--- src/rtl/status_regs_pkg.sv ---
/*
  Package for the status and interrupt summary register group: register
  addresses, bit positions, identity values and the packed carriers.
  Assumes nothing of its surroundings; every design file except pin_sync imports it.
*/
package status_regs_pkg;

  // ************************************************************
  // Register addresses
  // ************************************************************
  localparam logic [7:0] ADDR_ID_UPPER = 8'h30;
  localparam logic [7:0] ADDR_ID_LOWER = 8'h31;
  localparam logic [7:0] ADDR_CFG_STATUS = 8'h40;
  localparam logic [7:0] ADDR_PIN_STATUS = 8'h41;
  localparam logic [7:0] ADDR_IRQ_SUMMARY = 8'h42;
  localparam logic [7:0] ADDR_GLOBAL_IRQ = 8'h43;
  localparam logic [7:0] STATUS_BASE = 8'h40;

  // ************************************************************
  // Field positions
  // ************************************************************
  localparam int CFG_CONFIGURED_BIT = 7;
  localparam int SUM_OUTPUT_CLOCK_BIT = 5;
  localparam int SUM_INPUT_CLOCK_BIT = 4;
  localparam int SUM_PLL_BIT = 2;
  localparam int SUM_GLOBAL_ENABLE_BIT = 1;
  localparam int SUM_GLOBAL_FLAG_BIT = 0;
  localparam int BOOT_DONE_BIT = 7;
  localparam int NUM_PINS = 4;

  // ************************************************************
  // Identity and reset values
  // ************************************************************
  // The identifier value is arbitrary.
  localparam logic [11:0] DEVICE_ID_DEFAULT = 12'ha5c;
  // First silicon revision reads as zero.
  localparam logic [3:0] REVISION_DEFAULT = 4'h0;
  localparam logic [7:0] BYTE_ZERO = 8'h00;

  // ************************************************************
  // Carriers
  // ************************************************************
  typedef struct packed {
    logic write;
    logic read;
    logic [7:0] addr;
    logic [7:0] data;
  } regAccess_t;

  typedef struct packed {
    logic enable;
    logic [4:0] regSel;
    logic [2:0] bitSel;
  } statusSelect_t;

endpackage

--- src/rtl/pin_sync.sv ---
/*
  Two-flop synchroniser for a group of asynchronous pin levels.
  Assumes one system clock and a synchronous active-high reset.
*/
`timescale 1ns/1ps
module pin_sync #(
  parameter int WIDTH = 1
) (
  input wire logic sys_clk,
  input wire logic sys_rst,
  input wire logic [WIDTH-1:0] pinIn,
  output logic [WIDTH-1:0] pinOut
);

  logic [WIDTH-1:0] stage1;
  logic [WIDTH-1:0] next_stage1;
  logic [WIDTH-1:0] next_pinOut;

  always_comb begin
    next_stage1 = sys_rst ? '0 : pinIn;
    next_pinOut = sys_rst ? '0 : stage1;
  end

  // The first stage feeds only the second stage.
  always_ff @(posedge sys_clk) begin
    stage1 <= next_stage1;
    pinOut <= next_pinOut;
  end

endmodule

--- src/rtl/status_and_irq_summary_regs.sv ---
/*
  Status register group: device identity, configuration status with
  strap latches, pin-change latches, interrupt summary and boot-done.
  Assumes the register port of the device core, a boot controller that
  writes through its own port while busy, and pins that are asynchronous.
*/
// Functional notes
// RULE1 - Twelve-bit read-only identifier at 30h/31h.
// RULE2 - Revision in 31h low nibble, from zero.
// RULE3 - Configured flag: reset clears, any write sets.
// RULE4 - Host resets device before script if configured.
// RULE5 - Interface mode latched at reset pin rise.
// RULE6 - Test bit latched at reset rise, hard release.
// RULE7 - Autoconfig select latched at reset rise, hard release.
// RULE8 - Pin change latches set on either edge.
// RULE9 - Latches clear only by writing one.
// RULE10 - Latch raises request only when enabled.
// RULE11 - Real-time pin bits show raw level.
// RULE12 - Summary bits OR the three source registers.
// RULE13 - Global enable gates the source summaries.
// RULE14 - Global flag from summaries or enabled latches.
// RULE15 - Global flag reaches pin via status output.
// RULE16 - Boot-done clears on reset, sets when finished.
// RULE17 - Host cannot read registers during autoconfig.
// RULE18 - Script routes boot-done to pin zero.
// RULE19 - Host writes ignored during autoconfig.
// RULE20 - Host may poll a harmless enable bit.
// RULE21 - Pin-change enables read-write at 43h.
// RULE22 - Status output follows selected register bit.
// RULE23 - Unassigned and read-only bits ignore writes.
`timescale 1ns/1ps
module status_and_irq_summary_regs
  import status_regs_pkg::*;
#(
  parameter logic [11:0] DEVICE_ID = status_regs_pkg::DEVICE_ID_DEFAULT,
  parameter logic [3:0] REVISION = status_regs_pkg::REVISION_DEFAULT
) (
  input wire logic sys_clk,
  input wire logic sys_rst,
  input wire logic reset_pin_n,
  input wire logic hard_reset_bit,
  input wire logic soft_reset_bit,
  input wire logic [1:0] interfaceSelectPins,
  input wire logic [status_regs_pkg::NUM_PINS-1:0] gpioPins,
  input wire status_regs_pkg::regAccess_t hostAccess,
  input wire status_regs_pkg::regAccess_t bootAccess,
  input wire logic autoConfigBusy,
  input wire logic bootFinished,
  input wire logic [7:0] output_clock_irq_status_reg,
  input wire logic [3:0] input_clock_irq_status_reg,
  input wire logic [1:0] pll_irq_status_reg,
  input wire status_regs_pkg::statusSelect_t [status_regs_pkg::NUM_PINS-1:0] pinStatusSelect,
  output logic [7:0] readData,
  output logic readValid,
  output logic globalIrqFlag,
  output logic [status_regs_pkg::NUM_PINS-1:0] pinChangeIrq,
  output logic [status_regs_pkg::NUM_PINS-1:0] statusFollow
);

  import status_regs_pkg::*;

  // ************************************************************
  // Pin synchronisers
  // ************************************************************
  // Every pin crosses two flops before any logic reads it. The reset pin is
  // treated like the others, so the device reset follows it two edges late.
  logic resetPinSync;
  logic [1:0] ifSync;
  logic [NUM_PINS-1:0] gpioSync;

  pin_sync #(.WIDTH(1)) resetSyncInst (
    .sys_clk(sys_clk),
    .sys_rst(sys_rst),
    .pinIn(reset_pin_n),
    .pinOut(resetPinSync)
  );

  pin_sync #(.WIDTH(2)) ifSyncInst (
    .sys_clk(sys_clk),
    .sys_rst(sys_rst),
    .pinIn(interfaceSelectPins),
    .pinOut(ifSync)
  );

  pin_sync #(.WIDTH(NUM_PINS)) gpioSyncInst (
    .sys_clk(sys_clk),
    .sys_rst(sys_rst),
    .pinIn(gpioPins),
    .pinOut(gpioSync)
  );

  // ************************************************************
  // State
  // ************************************************************
  logic resetPinPrev, next_resetPinPrev;
  logic hardPrev, next_hardPrev;
  logic [1:0] ifMode, next_ifMode;
  logic testMode, next_testMode;
  logic [2:0] autoconfig_select_latch, next_autoconfig_select_latch;
  logic configured_flag, next_configured_flag;
  logic [NUM_PINS-1:0] pinPrev, next_pinPrev;
  logic [NUM_PINS-1:0] pinChangeLatched, next_pinChangeLatched;
  // Enables share the device reset with the flags, so a soft reset leaves
  // no stale request behind.
  logic [NUM_PINS-1:0] pinChangeIrqEnable, next_pinChangeIrqEnable;
  logic global_irq_enable, next_global_irq_enable;
  logic boot_loader_done, next_boot_loader_done;
  logic [7:0] next_readData;
  logic next_readValid;
  logic next_globalIrqFlag;
  logic [NUM_PINS-1:0] next_pinChangeIrq;
  logic [NUM_PINS-1:0] next_statusFollow;

  logic deviceReset;
  logic resetRise;
  logic hardRelease;
  regAccess_t wr;
  logic writeTaken;
  logic [NUM_PINS-1:0] pinChange;
  logic [NUM_PINS-1:0] clearMask;
  logic output_clock_irq_summary;
  logic input_clock_irq_summary;
  logic pll_irq_summary;
  logic [7:0] cfgImg, pinImg, sumImg, globImg;

  // ************************************************************
  // Register images
  // ************************************************************
  // Images hold zero in every unassigned position.
  // Identity values come from parameters, so no write can reach them.
  function automatic logic [7:0] readImage(input logic [7:0] addr, input logic [7:0] cfg,
      input logic [7:0] pin, input logic [7:0] sum, input logic [7:0] glob);
    logic [7:0] value;
    value = BYTE_ZERO;
    // RULE1 identifier readback
    if (addr == ADDR_ID_UPPER) begin
      value = DEVICE_ID[11:4];
    // RULE2 revision readback
    end else if (addr == ADDR_ID_LOWER) begin
      value = {DEVICE_ID[3:0], REVISION};
    end else if (addr == ADDR_CFG_STATUS) begin
      value = cfg;
    end else if (addr == ADDR_PIN_STATUS) begin
      value = pin;
    end else if (addr == ADDR_IRQ_SUMMARY) begin
      value = sum;
    end else if (addr == ADDR_GLOBAL_IRQ) begin
      value = glob;
    end
    return value;
  endfunction

  always_comb begin
    // RULE12 source summaries
    output_clock_irq_summary = |output_clock_irq_status_reg;
    input_clock_irq_summary = |input_clock_irq_status_reg;
    pll_irq_summary = |pll_irq_status_reg;
    cfgImg = BYTE_ZERO;
    cfgImg[CFG_CONFIGURED_BIT] = configured_flag;
    cfgImg[5:4] = ifMode;
    cfgImg[3] = testMode;
    cfgImg[2:0] = autoconfig_select_latch;
    // RULE11 raw pin levels
    pinImg = {pinChangeLatched, gpioSync};
    sumImg = BYTE_ZERO;
    sumImg[SUM_OUTPUT_CLOCK_BIT] = output_clock_irq_summary;
    sumImg[SUM_INPUT_CLOCK_BIT] = input_clock_irq_summary;
    sumImg[SUM_PLL_BIT] = pll_irq_summary;
    sumImg[SUM_GLOBAL_ENABLE_BIT] = global_irq_enable;
    sumImg[SUM_GLOBAL_FLAG_BIT] = globalIrqFlag;
    globImg = BYTE_ZERO;
    globImg[BOOT_DONE_BIT] = boot_loader_done;
    globImg[NUM_PINS-1:0] = pinChangeIrqEnable;
  end

  // ************************************************************
  // Next-state logic
  // ************************************************************
  always_comb begin
    deviceReset = sys_rst | ~resetPinSync | hard_reset_bit | soft_reset_bit;
    resetRise = resetPinSync & ~resetPinPrev;
    hardRelease = hardPrev & ~hard_reset_bit;
    // The boot controller has priority. A host write in the same cycle is
    // lost rather than queued, since nothing here buffers requests.
    // RULE19 host writes blocked while booting
    if (bootAccess.write) begin
      wr = bootAccess;
    end else begin
      wr = hostAccess;
      wr.write = hostAccess.write & ~autoConfigBusy;
    end
    writeTaken = wr.write;
    // The pin synchroniser leaves reset in the same cycle as the reset pin, so
    // the previous-level register still holds zero then; that is no change.
    pinChange = (gpioSync ^ pinPrev) & ~{NUM_PINS{resetRise}};
    // RULE9 write-one clears
    clearMask = (writeTaken && wr.addr == ADDR_PIN_STATUS) ? wr.data[7:4] : '0;

    next_resetPinPrev = resetPinSync;
    next_hardPrev = hard_reset_bit;
    next_pinPrev = gpioSync;
    next_ifMode = ifMode;
    next_testMode = testMode;
    next_autoconfig_select_latch = autoconfig_select_latch;
    // Straps keep their value through soft resets, and the interface mode through
    // hard resets too; only the system reset clears them, because the pins serve as
    // general inputs once the device runs.
    if (sys_rst) begin
      next_ifMode = '0;
      next_testMode = 1'b0;
      next_autoconfig_select_latch = '0;
    end else begin
      // RULE5 interface mode strap
      if (resetRise) begin
        next_ifMode = ifSync;
      end
      // RULE6 test strap
      // RULE7 autoconfig strap
      if (resetRise || hardRelease) begin
        next_testMode = gpioSync[3];
        next_autoconfig_select_latch = gpioSync[2:0];
      end
    end

    // RULE3 configured flag
    next_configured_flag = deviceReset ? 1'b0 : (configured_flag | writeTaken);
    // RULE8 change latch, set beats clear
    next_pinChangeLatched = deviceReset ? '0 : ((pinChangeLatched & ~clearMask) | pinChange);

    next_pinChangeIrqEnable = pinChangeIrqEnable;
    next_global_irq_enable = global_irq_enable;
    if (deviceReset) begin
      next_pinChangeIrqEnable = '0;
      next_global_irq_enable = 1'b0;
    // RULE23 only writable fields take data
    end else if (writeTaken && wr.addr == ADDR_IRQ_SUMMARY) begin
      next_global_irq_enable = wr.data[SUM_GLOBAL_ENABLE_BIT];
    // RULE21 pin-change enables
    end else if (writeTaken && wr.addr == ADDR_GLOBAL_IRQ) begin
      next_pinChangeIrqEnable = wr.data[NUM_PINS-1:0];
    end

    // RULE16 boot-done flag
    next_boot_loader_done = deviceReset ? 1'b0 : (boot_loader_done | bootFinished);

    // RULE10 per-pin requests
    next_pinChangeIrq = deviceReset ? '0 : (pinChangeLatched & pinChangeIrqEnable);
    // The flag is registered, so it trails its cause by one clock, the same
    // as the per-pin requests; the two stay in step for a status pin.
    // RULE13 global gate
    // RULE14 global flag
    next_globalIrqFlag = deviceReset ? 1'b0 :
      (((output_clock_irq_summary | input_clock_irq_summary | pll_irq_summary)
        & global_irq_enable) | (|(pinChangeLatched & pinChangeIrqEnable)));

    // Reads during auto-configuration get no answer at all; the host must
    // learn of completion some other way, such as a followed status pin.
    // RULE17 no host read while booting
    next_readValid = ~sys_rst & hostAccess.read & ~autoConfigBusy;
    next_readData = next_readValid ? readImage(hostAccess.addr, cfgImg, pinImg, sumImg, globImg)
      : BYTE_ZERO;

    // RULE15 global flag routed through status output
    // RULE22 status output selection
    for (int i = 0; i < NUM_PINS; i++) begin
      logic [7:0] selAddr;
      logic [7:0] selByte;
      selAddr = STATUS_BASE + {3'h0, pinStatusSelect[i].regSel};
      // Pin status bits cannot be followed, so that address reads low.
      // Addresses with nothing behind them read low too, which covers
      // selections that point past the last register of the group.
      selByte = (selAddr == ADDR_PIN_STATUS) ? BYTE_ZERO :
        readImage(selAddr, cfgImg, pinImg, sumImg, globImg);
      next_statusFollow[i] = ~sys_rst & pinStatusSelect[i].enable &
        selByte[pinStatusSelect[i].bitSel];
    end
  end

  // ************************************************************
  // Registers
  // ************************************************************
  // No register needs a reset branch of its own: every reset value is
  // chosen in the next-state logic above.
  always_ff @(posedge sys_clk) begin
    resetPinPrev <= next_resetPinPrev;
    hardPrev <= next_hardPrev;
    pinPrev <= next_pinPrev;
    ifMode <= next_ifMode;
    testMode <= next_testMode;
    autoconfig_select_latch <= next_autoconfig_select_latch;
    configured_flag <= next_configured_flag;
    pinChangeLatched <= next_pinChangeLatched;
    pinChangeIrqEnable <= next_pinChangeIrqEnable;
    global_irq_enable <= next_global_irq_enable;
    boot_loader_done <= next_boot_loader_done;
    readData <= next_readData;
    readValid <= next_readValid;
    globalIrqFlag <= next_globalIrqFlag;
    pinChangeIrq <= next_pinChangeIrq;
    statusFollow <= next_statusFollow;
  end

endmodule

--- config.mk ---
export PLATFORM = sky130hd
export DESIGN_NAME = status_and_irq_summary_regs
export DESIGN_NICKNAME = d
export VERILOG_FILES = /design/src/rtl/status_regs_pkg.sv /design/src/rtl/pin_sync.sv /design/src/rtl/status_and_irq_summary_regs.sv
export SDC_FILE = /design/constraint.sdc
export NUM_CORES = 1
export LEC_CHECK = 0
export ABC_CLOCK_PERIOD_IN_PS = 2100
export BUFFER_PORTS_ARGS = -buffer_cell sky130_fd_sc_hd__buf_2
export CORE_MARGIN = 5
export CORE_UTILIZATION = 40
export CTS_CLUSTER_DIAMETER = 150
export DETAILED_ROUTE_END_ITERATION = 8
export GPL_TIMING_DRIVEN = 1
export PLACE_DENSITY = 0.73
export SYNTH_ARGS = -nofsm -noshare
export SYNTH_HDL_FRONTEND = slang
export SYNTH_SLANG_ARGS = --single-unit
--- constraint.sdc ---
create_clock -name sys_clk -period 2.1 [get_ports sys_clk]
set_clock_uncertainty 0.2 [all_clocks]
set_input_delay 0.21 -clock sys_clk [delete_from_list [all_inputs] [get_ports sys_clk]]
set_output_delay 0.21 -clock sys_clk [all_outputs]
set_load 0.05 [all_outputs]
==> reports/metrics.yaml, run 1 <==
swShare_pct: 26.80
rsz0062_at_grt: "no"
drive_gt1_share_pct: 33.55
drcViolationCount: 0
synth_area_mm2: 0.002904
fin_crit_sh_pct: 91.57
htreeDepth: 2
slew_viol_final: 0
vias_per_cell: 5.323
grt_antenna_before_repair: 0
first_global_vias: 2782
power.internal_uw: 1467
ys_ff_latch: 55
ys_seq_area_share_pct: 37.91
cp-start-kind: "input port"
numCtsBuffers: 5
fmax_mhz: 520.0
core_mm2: 0.007176
antenna_cells: 0
async_reset_ff_share_pct: 0
finalNetCount: 557
avgSynthCellArea_um2: 8.747
hold_viol_final: 0
cts_max_path_buffers: 2
vias: 2970
die_h_um: 95.21
synth_cell_types: 54
clock-sinks: 55
tightest_slew_ns: 0.5155
grt_max_degree: 26
dr.pass1.iters: 5
drv_cap: 0
grtUsageTotal_pct: 18.27
cp.arrival_ns: 1.95
rrSetupSlack_ns: 0.34
totalWireLength_mm: 8.381
drt_iter0_markers: 319
ant_nets: 0
leakage_uw: 0.001669
chipWidth_um: 95.21
numPortBuffers: 115
syn-instance-count: 332
outcome: "completed"
clk_latency_ns: 0.31
io_pins: 117
synth_flop_cell: "dfxtp_1"
clk_pin_slew_worst_paths_ns: 0.10
syn_to_final_growth_pct: 30.94
ys_warn_count: 0
power.total_uw: 2003
synth_edf_count: 0
hpwlAfterDp_mm: 6.356
setup_viol: 0
wl_per_cell_um: 15.02
period_needed_ns: 1.923
row_count: 31
path_class: "input port to register"
overflow: 0
required_ns: 2.13
ctsRootBufferMaster: "clkbuf_8"
min_path_type: "input port to register"
switching_power_uw: 536.8
synthesis.nets: 431
cp_max_fo: 16
dieArea_mm2: 0.009064
comb_power_share_pct: 16.1
ir_worst_vdd_mv: 0.4998
power_density_mw_per_mm2: 526.9
seqPwrFrac_pct: 53.9
gp_congestion: 0.8592
relSlewSlack_pct: 65.40
initial_core_util_pct: 40.47
clockPowerShare_pct: 30.0
fin_tns_setup_ns: 0
grt_first_pass_wirelength_mm: 13.10
cts_tree: "built"
end_kind: "register"
## state kept, by name (all words and copies together), names as in the netlist, 3 cells and up
register	count
pinChangeLatched	4
statusFollow	4
gpioSyncInst.stage1	4
gpioSyncInst.pinOut	4
pinChangeIrqEnable	4
pinPrev	4
autoconfig_select_latch	3
pinChangeIrq	4
readData	8
## critical path, cell delays in order
cell           delay [ns]
dlygate4sd3_1        0.53
buf_2                0.14
or4b_2               0.84
a41oi_1              0.24
## through the flow
step	setup WS (ns)	cells	hold WS (ns)	area, um2	util [%]
5_1_grt	0.1250	558	0.01621	3802	52.99
6_report	0.1770	558	0.02373	3802	52.99
2_1_floorplan	0.2644	332	0.03772	2904	-
4_1_cts	0.1864	558	0.008182	3802	52.99
3_3_place_gp	0.1599	535	0.1498	3560	49.61
3_5_place_dp	0.1530	535	0.1536	3560	49.61
## cells by family (layout without fill, tap and decap cells)
logic type / count (synthesis) / after routing / synth area share, %
AOI/OAI and AO/OA: 77 / 77 / 18.70
xor gates and xnor gates: 4 / 4 / 1.206
buffers and inverters: 25 / 152 / 3.705
DFF: 55 / 55 / 37.91
muxes: 27 / 27 / 11.16
and+or+nand+nor: 144 / 144 / 27.32
## metal layers
metal | track usage, % | part of all wire (%)
met1 | 22.67 | 40
met2 | 32.30 | 51
met4 | 4.567 | 1.0
met5 | 0 | 0
met3 | 3.552 | 7.5
## power groups by stage
stage	clock [uW]	combinational, uW	sequential, uW
2_1_floorplan	0	149	1110
3_3_place_gp	0	289	1100
3_5_place_dp	0	297	1100
4_1_cts	620	319	1080
5_1_grt	670	352	1080
6_report	602	322	1080
## area by class of cell
| type | instances | area, um2 |
|---|---|---|
| fill | 684 | 3373 |
| multi-input combinational | 252 | 1695 |
| sequential | 55 | 1101 |
| timing repair buffer | 133 | 748.2 |
| tap | 99 | 123.9 |
| clock buffer | 5 | 68.82 |
| inverter | 11 | 41.29 |
| clock inverter | 3 | 23.77 |
## synth_stat cells, types with 5 or more instances
master,instances,area share (%)
nor3_1,12,2.1
nand3_1,8,1.4
nand3b_1,8,2.1
a22oi_1,8,2.1
nand2_1,23,3.0
a211oi_1,6,1.6
inv_1,11,1.4
dfxtp_1,55,38
a21oi_1,17,2.9
mux2_2,13,5.0
clkbuf_1,9,1.2
and3_1,5,1.1
nor2b_1,16,3.4
o21ai_0,11,1.9
nor2_1,44,5.7
a221oi_1,10,3.0
mux2i_1,11,3.8
## cell usage in the layout (no fill, tap or decap), drive strengths merged, types with 11 or more instances in the layout
cell type and instances:
inv 12, nor2 45, a21oi 17, buf 118
o21ai 13, nor3 12, mux2i 11, nand2 23
mux2 13, dlygate4sd3 15, nor2b 16, dfxtp 55
## worst paths after layout
check / cells after the start / endpoint / start
max: 4 / globalIrqFlag$_SDFF_PP0_ / hard_reset_bit
min reg2reg: 0 / resetPinPrev$_DFF_P_ / resetSyncInst.pinOut$_SDFF_PP0_
max reg2reg: 5 / statusFollow[3]$_DFF_P_ / autoconfig_select_latch[2]$_SDFFE_PP0P_
min: 3 / statusFollow[2]$_DFF_P_ / pinStatusSelect[18]
## timing repair
item / 4_1_cts / 5_1_grt
hold endpoints to repair: 13 / 0
hold buffers: 15 / 0
gates resized for setup: 0 / 0
setup buffers: 0 / 0
Note: power is estimated with default switching activity, not from simulation.
==> run 2, diff against run 1 <==
ABC_CLOCK_PERIOD_IN_PS = 2300   (was 2100)
clock period = 2.3 ns   (was 2.1 ns; I/O delays follow)
==> run 2 against run 1 <==
- flip-flop and latch count unchanged
- non-clock buffer count decreased by 1
- register-to-register slack gained 0.09 ns
- first-iteration DRC count decreased by 41%
- clock power down 6.6%
- via count grew 1.8%
- final area about the same
- worst hold slack better by 0.020 ns
- sequential share of layout area barely moved
==> reports/metrics.yaml, run 2 (synthesis results as in run 1) <==
drv_cap: 0  # unchanged
syn_to_final_growth_pct: 30.81  # about the same
drive_gt1_share_pct: 33.41  # -0.15 points
switching_power_uw: 473.7  # -12%
die_h_um: 95.21  # unchanged
ff_latch_area_mm2: 0.001101  # unchanged
hold_viol_final: 0  # unchanged
hold_ws_ns: 0.04389  # +0.02016 ns
core_mm2: 0.007176  # unchanged
gp_congestion: 0.8309  # -3.3%
comb_power_share_pct: 15.8  # -0.3 points
fill_cells: 688  # +0.58%
drcViolationCount: 0  # unchanged
antenna_cells: 0  # unchanged
fin_area_mm2: 0.003799  # about the same
dp.cells: 534  # -0.19%
ir_worst_vdd_mv: 0.3525  # -29%
fin_tns_setup_ns: 0  # unchanged
clk_pin_slew_worst_paths_ns: 0.10  # about the same
dpl_cell_area_mm2: 0.003552  # -0.21%
seqPwrFrac_pct: 53.6  # -0.3 points
largest_reg_flops: 8  # unchanged
clockPowerShare_pct: 30.6  # +0.6 points
outcome: "completed"
numCtsBuffers: 5  # unchanged
grt_max_degree: 26  # unchanged
leakage_uw: 0.001669  # about the same
final_core_util_pct: 52.94  # about the same
min_path_type: "input port to register"
vias_per_cell: 5.429  # +2.0%
swShare_pct: 25.76  # -1.0 points
relSlewSlack_pct: 68.50  # +3.1 points
power_density_mw_per_mm2: 484.1  # -8.1%
htreeDepth: 2  # unchanged
path_class: "input port to register"
rsz0062_at_grt: "no"
initial_core_util_pct: 40.47  # unchanged
dieArea_mm2: 0.009064  # unchanged
multi_input_area_mm2: 0.001695  # unchanged
clk_latency_ns: 0.31  # about the same
regMostFlops: "readData"
cp.arrival_ns: 2.00  # +0.05 ns
cts_tree: "built"
tightest_slew_ns: 0.4666  # -0.04899 ns
io_pins: 117  # unchanged
overflow: 0  # unchanged
power.internal_uw: 1365  # -6.9%
grt_first_pass_wirelength_mm: 12.86  # -1.8%
finalNonFillerCells: 557  # -0.18%
row_count: 31  # unchanged
setup_viol: 0  # unchanged
grtUsageTotal_pct: 18.13  # -0.14 points
required_ns: 2.32  # +0.19 ns
first_global_vias: 2820  # +1.4%
ctsRootBufferMaster: "clkbuf_8"
cp_max_fo: 16  # unchanged
totalWireLength_mm: 8.230  # -1.8%
layout_commonest_cell: "buf_2"
ant_nets: 0  # unchanged
period_needed_ns: 1.973
numPortBuffers: 115  # unchanged
hpwlAfterDp_mm: 6.289  # -1.0%
end_kind: "register"
slew_viol_final: 0  # unchanged
finalNetCount: 556  # -0.18%
cp-start-kind: "input port"
drt_iter0_markers: 187  # -41%
fin_crit_sh_pct: 85.77
wl_per_cell_um: 14.78  # -1.6%
chipWidth_um: 95.21  # unchanged
clock-sinks: 55  # unchanged
post_cts_resized: 0  # unchanged
mostFrequentLayoutCells: "buf_2, dfxtp_1, nor2_1"
cts_max_path_buffers: 2  # unchanged
dr.pass1.iters: 4  # -1
fmax_mhz: 506.9
vias: 3024  # +1.8%
grt_antenna_before_repair: 0  # unchanged
## run 2: through the flow
step / power, uW / worst slack [ns]
2_1_floorplan: 1149 / 0.4644
3_3_place_gp: 1270 / 0.3296
3_5_place_dp: 1278 / 0.3331
4_1_cts: 1857 / 0.3263
5_1_grt: 1933 / 0.2930
6_report: 1839 / 0.3273
## run 2: routing by layer
metal  up-vias  share of wire, %  wire length [um]  track usage, %
li1       1480                 -                 -               -
met5         -                 0                 0               0
met4         0               2.4               194           7.452
met2       117                50              4108           31.55
met1      1406                41              3362           21.57
met3        21               6.9               565           3.788
## run 2: worst paths after layout
| kind | start | end | slack (ns) | cells after the start |
|---|---|---|---|---|
| worst max-delay path | hard_reset_bit | globalIrqFlag$_SDFF_PP0_ | 0.33 | 4 |
| worst min-delay path | pinStatusSelect[0] | statusFollow[0]$_DFF_P_ | 0.04 | 3 |
| worst max register to register | global_irq_enable$_SDFFE_PP0P_ | statusFollow[1]$_DFF_P_ | 0.43 | 4 |
| worst min register to register | resetSyncInst.pinOut$_SDFF_PP0_ | resetPinPrev$_DFF_P_ | 0.17 | 0 |
## run 2: what timing repair did
item,CTS,global route
buffers inserted,0,0
hold buffers,15,0
endpoints found under the hold margin,13,0
## run 2: cell type report
class / instances / share of cell area [%]
clock buffer: 6 / 2.174
multi-input combinational: 252 / 44.63
clock inverter: 2 / 0.3623
inverter: 11 / 1.087
timing repair buffer: 132 / 19.50
tap: 99 / 3.261
sequential: 55 / 28.99
## run 2: critical path, cell delays in order
cell           delay [ns]
dlygate4sd3_1        0.53
buf_2                0.14
or4b_2               0.84
a41oi_1              0.26
## run 2: power by group through the flow
stage / Sequential (uW) / Clock [uW] / Combinational, uW
5_1_grt: 988 / 623 / 321
6_report: 985 / 562 / 291
4_1_cts: 985 / 581 / 290
3_5_place_dp: 1010 / 0 / 270
3_3_place_gp: 1010 / 0 / 263
2_1_floorplan: 1010 / 0 / 136
